==> src/temp_limit_pkg.sv <==
`default_nettype none
package temp_limit_pkg;
	// ----------------------------------------
	// Register pointers
	// ----------------------------------------
	localparam logic [7:0]  PTR_CONFIG      = 8'h01;
	localparam logic [7:0]  PTR_UPPER       = 8'h02;
	localparam logic [7:0]  PTR_LOWER       = 8'h03;
	localparam logic [7:0]  PTR_CRIT        = 8'h04;
	localparam logic [7:0]  PTR_TEMP        = 8'h05;

	// ----------------------------------------
	// Field layout
	// ----------------------------------------
	localparam int          WINDOW_LOCK_POS = 6;
	localparam int          ABOVE_CRIT_POS  = 15;
	localparam int          ABOVE_WIN_POS   = 14;
	localparam int          BELOW_WIN_POS   = 13;
	localparam int          SIGN_POS        = 12;
	localparam logic [15:0] LIMIT_MASK      = 16'h1FFC;

	// ----------------------------------------
	// Reset values
	// ----------------------------------------
	localparam logic [15:0] LIMIT_RESET     = 16'h0000;
	localparam logic [15:0] TEMP_RESET      = 16'h0000;
endpackage
`default_nettype wire

==> src/limit_reg_if.sv <==
`default_nettype none
interface limit_reg_if;
	logic        wrEn;
	logic [7:0]  wrAddr;
	logic [15:0] wrData;
	logic        windowLock;
	logic [15:0] upperLimit;
	logic [15:0] lowerLimit;
	logic [15:0] critLimit;

	modport bank (
		input  wrEn, wrAddr, wrData, windowLock,
		output upperLimit, lowerLimit, critLimit
	);
	modport core (
		output wrEn, wrAddr, wrData, windowLock,
		input  upperLimit, lowerLimit, critLimit
	);
endinterface
`default_nettype wire

==> src/temp_limit_compare.sv <==
`default_nettype none
// Notes on behaviour
// Below-window bit 13 sets under lower minus hysteresis, clears at lower; above-window bit 14 sets over upper, clears at upper minus hysteresis.
// Above-critical bit 15 sets at critical, clears below critical minus hysteresis.
// Temperatures and limits are 13-bit two's complement with sign bit 12, one count is 1/16 degree.
// Measured temperature has eighth-degree steps; bit 0 always reads zero.
// Temperature bit 11 weighs 128 degrees, halving downward to eighth-degree.
// Top three bits hold trip flags from temperature only, not alert state.
// Upper limit keeps sign bit 12 and bits 11:2; other bits read zero.
// Lower limit keeps sign bit 12 and bits 11:2; bits 15:13, 1:0 zero.
// Comparisons always use currently programmed limits; no commit step.
// Host should mask alerts while changing limits in a running system.
// Window lock bit blocks upper/lower writes; only reset clears it.
// Critical limit keeps sign bit 12 and bits 11:2; rest reads zero.
// All three flags re-evaluated on each new result, using stored flag state.
// Upper and lower limits reset to zero.
module temp_limit_compare (
	input  wire logic        ref_clk,
	input  wire logic        srst,
	input  wire logic        convValid,
	input  wire logic [11:0] convSample,
	input  wire logic [12:0] hystAmount,
	input  wire logic [7:0]  regAddr,
	input  wire logic        regWrite,
	input  wire logic [15:0] regWdata,
	output logic      [15:0] regRdata,
	output logic      [15:0] tempWord,
	output logic             windowLock
);
	// ----------------------------------------
	// Limit storage
	// ----------------------------------------
	limit_reg_if lim ();

	limit_reg_bank limit_reg_bank_i (
		.ref_clk (ref_clk),
		.srst    (srst),
		.lim     (lim.bank)
	);

	logic windowLock_r;

	assign lim.wrEn       = regWrite;
	assign lim.wrAddr     = regAddr;
	assign lim.wrData     = regWdata;
	assign lim.windowLock = windowLock_r;

	// Lock is sticky: software can set it but never clear it
	always_ff @(posedge ref_clk) begin
		if (srst) begin
			windowLock_r <= 1'b0;
		end else if (regWrite && regAddr == temp_limit_pkg::PTR_CONFIG
			&& regWdata[temp_limit_pkg::WINDOW_LOCK_POS]) begin
			windowLock_r <= 1'b1;
		end
	end

	assign windowLock = windowLock_r;

	// ----------------------------------------
	// Comparison arithmetic
	// ----------------------------------------
	// Fifteen bits so a limit minus the largest hysteresis cannot wrap
	function automatic logic signed [14:0] limExt(input logic [15:0] v);
		limExt = {{2{v[temp_limit_pkg::SIGN_POS]}}, v[12:0]};
	endfunction

	logic signed [14:0] tNew;
	logic signed [14:0] hyst;
	logic signed [14:0] upperVal;
	logic signed [14:0] lowerVal;
	logic signed [14:0] critVal;
	logic signed [14:0] upperHys;
	logic signed [14:0] lowerHys;
	logic signed [14:0] critHys;

	assign tNew     = {{2{convSample[11]}}, convSample, 1'b0};
	assign hyst     = {2'b00, hystAmount};
	assign upperVal = limExt(lim.upperLimit);
	assign lowerVal = limExt(lim.lowerLimit);
	assign critVal  = limExt(lim.critLimit);
	assign upperHys = upperVal - hyst;
	assign lowerHys = lowerVal - hyst;
	assign critHys  = critVal - hyst;

	// ----------------------------------------
	// Trip flags with hysteresis
	// ----------------------------------------
	logic critFlag;
	logic aboveFlag;
	logic belowFlag;
	logic critFlag_nxt;
	logic aboveFlag_nxt;
	logic belowFlag_nxt;

	assign critFlag  = tempWord[temp_limit_pkg::ABOVE_CRIT_POS];
	assign aboveFlag = tempWord[temp_limit_pkg::ABOVE_WIN_POS];
	assign belowFlag = tempWord[temp_limit_pkg::BELOW_WIN_POS];

	always_comb begin
		if (critFlag) begin
			critFlag_nxt = !(tNew < critHys);
		end else begin
			critFlag_nxt = (tNew >= critVal);
		end
		if (aboveFlag) begin
			aboveFlag_nxt = !(tNew <= upperHys);
		end else begin
			aboveFlag_nxt = (tNew > upperVal);
		end
		if (belowFlag) begin
			belowFlag_nxt = !(tNew >= lowerVal);
		end else begin
			belowFlag_nxt = (tNew < lowerHys);
		end
	end

	// ----------------------------------------
	// Temperature word
	// ----------------------------------------
	// Flags come only from the result, so alert logic cannot disturb them
	always_ff @(posedge ref_clk) begin
		if (srst) begin
			tempWord <= temp_limit_pkg::TEMP_RESET;
		end else if (convValid) begin
			tempWord <= {critFlag_nxt, aboveFlag_nxt, belowFlag_nxt, convSample, 1'b0};
		end
	end

	// ----------------------------------------
	// Register read-back
	// ----------------------------------------
	always_ff @(posedge ref_clk) begin
		if (srst) begin
			regRdata <= 16'h0000;
		end else begin
			unique case (regAddr)
				temp_limit_pkg::PTR_CONFIG: regRdata <= 16'(windowLock_r) << temp_limit_pkg::WINDOW_LOCK_POS;
				temp_limit_pkg::PTR_UPPER:  regRdata <= lim.upperLimit;
				temp_limit_pkg::PTR_LOWER:  regRdata <= lim.lowerLimit;
				temp_limit_pkg::PTR_CRIT:   regRdata <= lim.critLimit;
				temp_limit_pkg::PTR_TEMP:   regRdata <= tempWord;
				default:                    regRdata <= 16'h0000;
			endcase
		end
	end
endmodule // temp_limit_compare
`default_nettype wire

==> src/limit_reg_bank.sv <==
`default_nettype none
module limit_reg_bank (
	input  wire logic  ref_clk,
	input  wire logic  srst,
	limit_reg_if.bank  lim
);
	// ----------------------------------------
	// Limit registers
	// ----------------------------------------
	logic [15:0] upper_r;
	logic [15:0] lower_r;
	logic [15:0] crit_r;

	always_ff @(posedge ref_clk) begin
		if (srst) begin
			upper_r <= temp_limit_pkg::LIMIT_RESET;
			lower_r <= temp_limit_pkg::LIMIT_RESET;
		end else if (lim.wrEn && !lim.windowLock) begin
			if (lim.wrAddr == temp_limit_pkg::PTR_UPPER) begin
				upper_r <= lim.wrData & temp_limit_pkg::LIMIT_MASK;
			end
			if (lim.wrAddr == temp_limit_pkg::PTR_LOWER) begin
				lower_r <= lim.wrData & temp_limit_pkg::LIMIT_MASK;
			end
		end
	end

	// Critical limit is not covered by the window lock, so it stays writable here
	always_ff @(posedge ref_clk) begin
		if (srst) begin
			crit_r <= temp_limit_pkg::LIMIT_RESET;
		end else if (lim.wrEn && lim.wrAddr == temp_limit_pkg::PTR_CRIT) begin
			crit_r <= lim.wrData & temp_limit_pkg::LIMIT_MASK;
		end
	end

	assign lim.upperLimit = upper_r;
	assign lim.lowerLimit = lower_r;
	assign lim.critLimit  = crit_r;
endmodule // limit_reg_bank
`default_nettype wire

==> config.mk <==
export PLATFORM = sky130hd
export DESIGN_NAME = temp_limit_compare
export DESIGN_NICKNAME = d
export VERILOG_FILES = /design/src/temp_limit_pkg.sv /design/src/limit_reg_if.sv /design/src/temp_limit_compare.sv /design/src/limit_reg_bank.sv
export SDC_FILE = /design/constraint.sdc
export NUM_CORES = 1
export LEC_CHECK = 0
export ABC_AREA = 1
export BUFFER_PORTS_ARGS = -buffer_cell sky130_fd_sc_hd__buf_2
export CAP_MARGIN = 20
export CORE_ASPECT_RATIO = 2
export CORE_MARGIN = 3
export CORE_UTILIZATION = 51
export DETAILED_ROUTE_END_ITERATION = 16
export GPL_ROUTABILITY_DRIVEN = 1
export PLACE_DENSITY_LB_ADDON = 0.08
export SETUP_SLACK_MARGIN = 0.05
export SLEW_MARGIN = 20
export SYNTH_ARGS = -nofsm -noshare
export SYNTH_HDL_FRONTEND = slang
export SYNTH_SLANG_ARGS = --single-unit
==> constraint.sdc <==
create_clock -name ref_clk -period 3.27 [get_ports ref_clk]
set_input_delay 0.1635 -clock ref_clk [delete_from_list [all_inputs] [get_ports ref_clk]]
set_output_delay 0.1635 -clock ref_clk [all_outputs]
set_load 0.01 [all_outputs]
After elaboration in Yosys (flattened, before gate mapping)
Cells that the tools add are included.
Word-level totals
  bits in registers: 65
  latch bits: 0
  bits in writable memories: 0
  bits in read-only memories: 0
  input bits: 53
  output and inout bits: 33
  word-level logic and storage cells: 34
  memories: 0
Operators by class
  $add $sub $neg: 3
  multipliers: 0
  divide/modulo/power cells: 0
  $lt $le $gt $ge: 6
  eq/ne operators: 5
  shift operators: 0
  mux-type cells: 4
  bitwise operators: 0
  reductions and logical operators: 10
Operators with widths (count)
  $pmux W16 S5: 1
  $sub A13 B14 Y15: 3
  $lt A13 B15 Y1: 2
  $ge A13 B13 Y1: 2
  $eq A8 B2 Y1 const B: 2
  $eq A8 B3 Y1 const B: 2
  $le A13 B15 Y1: 1
  $gt A13 B13 Y1: 1
  $eq A8 B1 Y1 const B: 1
  $logic_and A1 B1 Y1: 4
  $logic_not A1 Y1: 4
  $reduce_and A2 Y1: 2
  $mux W1: 3

Logic depth before layout (Yosys ltp)
Gate-level depths: netlist of run 1.
  depth in word-level cells: 4
  gate-level depth with buffers: 23
  depth with buffers taken out: 22

By module
Synthesis of run 1 repeated with hierarchy kept, for this count alone.
Second synthesis, totals
  cells, all modules: 995
  area, all modules: 6839.1 um^2
Modules (own cells, without submodules)
  temp_limit_compare: instances 1, cells an instance 766, area an instance 5230.0 um^2, seq. area each 640.6 um^2
  limit_reg_bank: instances 1, cells an instance 229, area an instance 1609.0 um^2, seq. area each 660.6 um^2

Worst setup path after synthesis of run 1
No wires, ideal clock.
  path kind: register -> register
  from: register limit_reg_bank_i.crit_r[3], in the netlist limit_reg_bank_i.lim.critLimit[3]
  to: register tempWord[15]
  library setup time: 109 ps
  data arrival time: 2322 ps
  required time: 3161 ps
  slack: 838 ps
  cell stages (with the launch flop): 21
  buffers on the path: 0
  period minus slack after synthesis: 2432 ps
  path through: dfxtp_1 > ha_1 > a21oi_1 > nand2_1 > a21oi_1 > o21ai_1 > nand2_1 > nand2_1 > xnor2_1 > ha_1 > nand2_1 > inv_1 > nand3_1 > nor3_1 > nand2_1 > nand2_1 > nand2_1 > nand3_1 > nand3_1 > nand2_1 > inv_1
Between the ends
  longest elaborated chain between the ends: 4
  elaborated cells between the ends (all ways): 5
  classes of those cells: 1 x add/sub; 2 x order compare; 1 x mux; 1 x reduce/logical
RTL lines
  start: declaration: RTL line limit_reg_bank.sv:12  | logic [15:0] crit_r;
  start signal: assignment: RTL line limit_reg_bank.sv:31  | crit_r <= temp_limit_pkg::LIMIT_RESET;
  start signal: assignment: RTL line limit_reg_bank.sv:33  | crit_r <= lim.wrData & temp_limit_pkg::LIMIT_MASK;
  $sub A13 B14 Y15: RTL line temp_limit_compare.sv:84  | assign critHys = critVal - hyst;
  $lt A13 B15 Y1: RTL line temp_limit_compare.sv:102  | critFlag_nxt = !(tNew < critHys);
  $logic_not A1 Y1: RTL line temp_limit_compare.sv:102
  $mux W1 (*): RTL line temp_limit_compare.sv:101  | if (critFlag) begin
  end signal: assignment: RTL line temp_limit_compare.sv:124  | tempWord <= temp_limit_pkg::TEMP_RESET;
  end signal: assignment: RTL line temp_limit_compare.sv:126  | tempWord <= {critFlag_nxt, aboveFlag_nxt, belowFlag_nxt, convSample, 1'b0};
  end: declaration: RTL line temp_limit_compare.sv:27  | output logic [15:0] tempWord,
Mark *: on every way between the ends. The rest lies on a longest branch, timed or not.
A chain may end at the register's enable or synchronous reset.

Worst setup path in the final report of run 1
Ends and elaborated chain as after synthesis.

==> qor.tcl, run 1 <==
set qor(drt_pre_antenna_iters) 4
set qor(clock_power_share) 0.410
set qor(hold_slack_ns) 0.108
set qor(cell_chosen_for_the_clock_root) {clkbuf_16}
set qor(detail_route.drc_violations) 0
set qor(dp_hpwl_um) 14700
set qor(worst-slew-pin-transition_ns) 0.649
set qor(fp.dieArea_um2) 13200
set qor(cts_resized) 0
set qor(finalWeightedCongestion) 0.965
set qor(route.detailed.wl_per_inst_um) 16.3
set qor(area.sequential_um2) 1280
set qor(final_tns_setup_ns) 0
set qor(vias) 5976
set qor(layout_min_cycle_time_ns) 2.89
set qor(number_of_instances_in_the_synthesized_netlist) 860
set qor(drt_wl_total_um) 17600
set qor(fin_crit_sh) 0.885
set qor(groute.usage.overall) 0.277
set qor(grt_max_degree) 31
set qor(htreeDepth) 3
set qor(clock_pin_slew_of_the_registers_on_the_worst_case_setup_and_hold_paths_ns) 0.05
set qor(combPwrFrac) 0.209
set qor(cts_tree) {done}
set qor(sequential_area_share_after_synthesis) 0.214
set qor(floorplan.initialDensity) 0.525
set qor(cts_num_sinks) 64
set qor(dominantRegCellSynth) {dfxtp_1}
set qor(placement.io_buffers) 78
set qor(core_area_um2) 11400
set qor(rows) 55
set qor(detail-route-antenna-nets) 0
set qor(postLayoutSetupSlackWorst_ns) 0.376
set qor(multi_input_area_um2) 4170
set qor(synth-seq-cells) 64
set qor(critical_path_peak_fanout) 4
set qor(power-per-cell-area_nw_per_um2) 314
set qor(die_height_um) 159
set qor(synth_area_um2) 5990
set qor(antenna_found_initial) 0
set qor(post-layout-total-power_mw) 2.11
set qor(detailedRoute.firstIterationViolations) 276
set qor(critical_path.endpoint_type) {flip-flop}
set qor(asyncSetResetFlopFracSynth) 0
set qor(max_clk_rate_mhz) 346
set qor(nNetsFinal) 1094
set qor(wire_length_of_the_first_global_routing_pass_um) 28000
set qor(max-vdd-ir-drop_mv) 0.376
set qor(cap_violations) 0
set qor(rsz_0062_raised_after_global_routing) {false}
set qor(netSwitchingPower_uw) 608
set qor(report.final.setup_viol) 0
set qor(via_per_inst) 5.55
set qor(numCtsBuffers) 9
set qor(p_sw_frac) 0.288
set qor(yosysWarnings) 0
set qor(synth_area_leaders) {ha_1 (23%), dfxtp_1 (21%), nand2_1 (10%)}
set qor(floorplan.io_pins) 86
set qor(layout-drive-gt1-share) 0.129
set qor(cts_post_setup_buffers_inserted) 0
set qor(synth_enable_flop_cells) 0
set qor(synth.top_cell.area_share) 0.230
set qor(cp-start-kind) {flip-flop}
set qor(maximum_clock_insertion_buffer_count) 2
set qor(seq_power_share) 0.382
set qor(worst-setup-path-type) {flip-flop to flip-flop}
set qor(cts_hold_buf) 0
set qor(clk_latency_ns) 0.33
set qor(p_leak_nw) 3.39
set qor(status) {complete, no violations}
set qor(final-hold-violation-count) 0
set qor(syn_area_per_cell_um2) 6.97
set qor(critical_path_arrival_ns) 3.13
set qor(worst-endpoint-required_ns) 3.50
set qor(slew_violations) 0
set qor(grt_pass1_vias) 6071
set qor(area_delta_synth_final_pct) 12.2
set qor(final.fill_count) 1138
set qor(place_worst_setup_slack_ns) 0.332
set qor(insertedDiodeCount) 0
set qor(worst_slew_margin) 0.567
set qor(post-synth-top-area-cell) {ha_1}
set qor(synth.lib_cells_used.distinct) 44
set qor(skew_ns) 0.00634
set qor(hold_class) {input port to flip-flop}
set qor(grt-ovfl-total) 0
set qor(die_width_um) 82.7
set qor(cellInternalPower_mw) 1.51
through the flow:
step / std cells / utilization / area, µm²
6_report: 1077 / 0.589 / 6720
5_1_grt: 1077 / 0.589 / 6720
4_1_cts: 1077 / 0.588 / 6720
3_5_place_dp: 1062 / 0.564 / 6450
3_3_place_gp: 1061 / 0.563 / 6430
2_1_floorplan: 861 / - / 6000
cells in the final DEF (no fill, tap or decap), drive strengths merged:
cell type / count
clkinv: 5
a21oi: 91
a211oi: 2
o21a: 2
a41oi: 1
xnor2: 18
o21bai: 1
ha: 110
inv: 110
nand3b: 2
clkbuf: 11
nand4: 11
a31oi: 2
nand2: 167
a221oi: 2
a21o: 7
o211ai: 4
buf: 79
nor3: 9
dfxtp: 64
xor2: 15
and2: 1
o2111ai: 4
o21ai: 71
nand3: 38
o22ai: 9
conb: 2
nor2: 97
synthesized netlist by cell type (3+ instances only):
cell type and n:
nor2_1 93, o21ai_2 4, clkbuf_1 8, xor2_1 15, o211ai_1 3, xnor2_1 18, nand2_1 165, inv_2 3
buf_4 3, nor3_1 6, a21oi_1 87, ha_1 110, o22ai_1 9, dfxtp_1 64, o21ai_0 38, nand3_1 38
a21oi_2 4, a21o_1 7, inv_1 107, o2111ai_1 4, buf_6 6, o21ai_1 29, nand4_1 9
power groups by stage:
stage | clock network [mW] | registers (mW) | logic [mW]
5_1_grt | 0.911 | 0.808 | 0.503
2_1_floorplan | 0 | 0.827 | 0.284
3_3_place_gp | 0 | 0.822 | 0.421
3_5_place_dp | 0 | 0.822 | 0.439
6_report | 0.867 | 0.807 | 0.441
4_1_cts | 0.878 | 0.807 | 0.442
registers in the layout (all words and copies together), names as in the netlist:
name                             flops
limit_reg_bank_i.lim.lowerLimit     11
limit_reg_bank_i.lim.critLimit      11
regRdata                            15
tempWord                            15
windowLock                           1
limit_reg_bank_i.lim.upperLimit     11
final timing paths:
kind | start | end | slack (ns) | cells past startpoint
worst max-delay path | limit_reg_bank_i.lim.critLimit[3] | tempWord[15] | 0.38 | 19
worst min-delay path | regWdata[2] | limit_reg_bank_i.lim.upperLimit[2] | 0.11 | 3
worst max register to register | limit_reg_bank_i.lim.critLimit[3] | tempWord[15] | 0.38 | 19
worst min register to register | tempWord[1] | regRdata[1] | 0.46 | 2
worst max-delay path: stages (launching register included):
cell	delay (ns)
dfxtp_1	0.31
ha_1	0.33
a21oi_1	0.19
nand2_1	0.17
a21oi_1	0.24
o21ai_1	0.16
nand2_1	0.10
nand2_1	0.06
xnor2_1	0.13
ha_1	0.29
nand2_1	0.07
inv_1	0.05
nand2_1	0.06
nand2_1	0.06
a21oi_1	0.18
nand3_1	0.11
nand3_1	0.12
nand3_1	0.09
nand2_1	0.07
inv_1	0.03
area by class of cell:
class | instances | area share
tap | 142 | 0.0264
clock buffer | 11 | 0.0376
timing repair buffer | 79 | 0.0603
sequential | 64 | 0.191
clock inverter | 4 | 0.00298
multi-input combinational | 666 | 0.620
inverter | 111 | 0.0622
kinds of logic after synthesis:
| family | synth area share |
|---|---|
| adder cells (fa/ha/maj) | 0.230 |
| AO/OA/AOI/OAI | 0.185 |
| buffers and inverters | 0.0920 |
| AND/OR/NAND/NOR | 0.231 |
| XOR/XNOR | 0.0482 |
| flip-flops | 0.214 |
| other | 0.000626 |
routing by layer:
metal / vias up / wire, µm / global-route usage / share of wire
met2: 177 / 9280 / 0.505 / 0.53
met1: 2710 / 6590 / 0.288 / 0.37
met3: 58 / 670 / 0.0294 / 0.038
met5: - / 0 / 0 / 0
met4: 0 / 1050 / 0.164 / 0.059
li1: 3031 / - / - / -
Note: power is estimated with default switching activity, not from simulation.
==> run 2, diff against run 1 <==
==> constraint.sdc (replaced) <==
create_clock -name ref_clk -period 2.6 [get_ports ref_clk]
set_input_delay 0.13 -clock ref_clk [delete_from_list [all_inputs] [get_ports ref_clk]]
set_output_delay 0.13 -clock ref_clk [all_outputs]
set_load 0.01 [all_outputs]
==> qor.tcl, run 2 (synthesized netlist as in run 1, its figures left out) <==
set qor(combPwrFrac) 0.244
set qor(drt_pre_antenna_iters) 6
set qor(report.final.setup_viol) 1
set qor(critical_path.endpoint_type) {flip-flop}
set qor(hold_class) {input port to flip-flop}
set qor(cp-start-kind) {flip-flop}
set qor(floorplan.initialDensity) 0.525
set qor(postLayoutSetupSlackWorst_ns) -0.0289
set qor(detailedRoute.firstIterationViolations) 271
set qor(insertedDiodeCount) 0
set qor(via_per_inst) 5.58
set qor(floorplan.io_pins) 86
set qor(p_sw_frac) 0.293
set qor(route.detailed.wl_per_inst_um) 16.9
set qor(critical_path_peak_fanout) 4
set qor(detail-route-antenna-nets) 0
set qor(whs_path_depth) 3
set qor(fin_crit_sh) 1.01
set qor(worstRegToRegCells) 20
set qor(placement.io_buffers) 78
set qor(final-hold-violation-count) 0
set qor(clock_pin_slew_of_the_registers_on_the_worst_case_setup_and_hold_paths_ns) 0.05
set qor(cts_hold_buf) 0
set qor(grt_pass1_vias) 6676
set qor(layout-drive-gt1-share) 0.299
set qor(rsz_0062_raised_after_global_routing) {true}
set qor(groute.usage.overall) 0.298
set qor(cell_chosen_for_the_clock_root) {clkbuf_16}
set qor(cts_tree) {done}
set qor(grt-ovfl-total) 0
set qor(nNetsFinal) 1168
set qor(cts_num_sinks) 64
set qor(area_delta_synth_final_pct) 31.4
set qor(cellInternalPower_mw) 1.96
set qor(core_area_um2) 11400
set qor(rows) 55
set qor(slew_violations) 0
set qor(netSwitchingPower_uw) 813
set qor(vias) 6416
set qor(failed_checks) {setup timing}
set qor(worst-slew-pin-transition_ns) 0.945
set qor(grt_max_degree) 36
set qor(post-layout-total-power_mw) 2.77
set qor(seq_power_share) 0.366
set qor(clk_latency_ns) 0.33
set qor(htreeDepth) 3
set qor(fin_util) 0.690
set qor(p_leak_nw) 3.79
set qor(die_width_um) 82.7
set qor(power-per-cell-area_nw_per_um2) 352
set qor(die_height_um) 159
set qor(worst-endpoint-required_ns) 2.83
set qor(dp_hpwl_um) 15400
set qor(detail_route.drc_violations) 0
set qor(numCtsBuffers) 9
set qor(maximum_clock_insertion_buffer_count) 2
set qor(place_worst_setup_slack_ns) -0.299
set qor(cap_violations) 0
set qor(finalWeightedCongestion) 0.985
set qor(final_cell_mix) {nand2_1 (150), inv_1 (107), ha_1 (84)}
set qor(clock_power_share) 0.390
set qor(max-vdd-ir-drop_mv) 0.455
set qor(final_design_instance_area_without_fill_um2) 7880
set qor(antenna_found_initial) 0
set qor(worst-setup-path-type) {flip-flop to flip-flop}
set qor(wire_length_of_the_first_global_routing_pass_um) 30400
set qor(top_regs) {regRdata: 15 flops, tempWord: 15 flops}
set qor(placed_area_um2) 6910
set qor(layout_min_cycle_time_ns) 2.63
set qor(final_tns_setup_ns) -0.0289
set qor(status) {finished, violations left}
set qor(final_common_cell) {nand2_1}
set qor(skew_ns) 0.00450
set qor(fp.dieArea_um2) 13200
set qor(drt_wl_total_um) 19400
set qor(critical_path_arrival_ns) 2.86
set qor(max_clk_rate_mhz) 380
set qor(worst_slew_margin) 0.369
## run 2: per-stage QoR
step / hold WS, ns / std cells
2_1_floorplan: 0.264 / 861
3_3_place_gp: 0.403 / 1124
3_5_place_dp: 0.403 / 1124
4_1_cts: 0.0594 / 1143
5_1_grt: 0.105 / 1149
6_report: 0.0649 / 1149
## run 2: cell type report
type,instances,area (µm²)
Clock buffer,12,256
Clock inverter,1,5.00
Fill cell,978,3550
Inverter,111,418
Multi-Input combinational cell,666,4760
Sequential cell,64,1300
Tap cell,142,178
Timing Repair Buffer,153,957
## run 2: timing repair
item / in CTS / in global routing
endpoints found under the setup margin: 3 / 3
gates cloned: 0 / 0
setup buffers: 6 / 6
pin swaps: 31 / 41
gates resized for setup: 71 / 51
## run 2: worst max-delay path, stage by stage (launching register included)
cell and delay [ns]:
dfxtp_2 0.34, ha_4 0.30, nand2_4 0.06, nor3_2 0.20
nor2_2 0.07, o21ai_2 0.17, nand3_2 0.10, nand3b_1 0.12
nand2_2 0.07, ha_4 0.27, nand2_1 0.05, inv_1 0.06
nand3_1 0.07, nor2_2 0.15, nand2_1 0.09, nand2_1 0.07
nand2_1 0.06, nand3_2 0.09, nand2_2 0.06, nand2_1 0.07
nand2_1 0.05
## run 2: path summary, 6_finish.rpt
kind | start | endpoint | slack, ns
max reg2reg | limit_reg_bank_i.lim.upperLimit[3] | tempWord[14] | -0.03
min reg2reg | tempWord[1] | regRdata[1] | 0.47
min | regWdata[2] | limit_reg_bank_i.lim.upperLimit[2] | 0.06
max | limit_reg_bank_i.lim.upperLimit[3] | tempWord[14] | -0.03
## run 2: layer usage
| layer | up-vias | track usage | wire length, µm |
|---|---|---|---|
| met5 | - | 0 | 0 |
| met3 | 71 | 0.0317 | 611 |
| met1 | 2997 | 0.308 | 7240 |
| li1 | 3168 | - | - |
| met2 | 180 | 0.542 | 10400 |
| met4 | 0 | 0.185 | 1160 |
## run 2: power by group through the flow
stage	combinational [mW]	sequential (mW)	clock, mW
finish	0.677	1.01	1.08
global route	0.758	1.02	1.12
CTS	0.646	1.01	1.10
detailed placement	0.602	1.03	0
global placement	0.581	1.03	0
floorplan	0.358	1.04	0
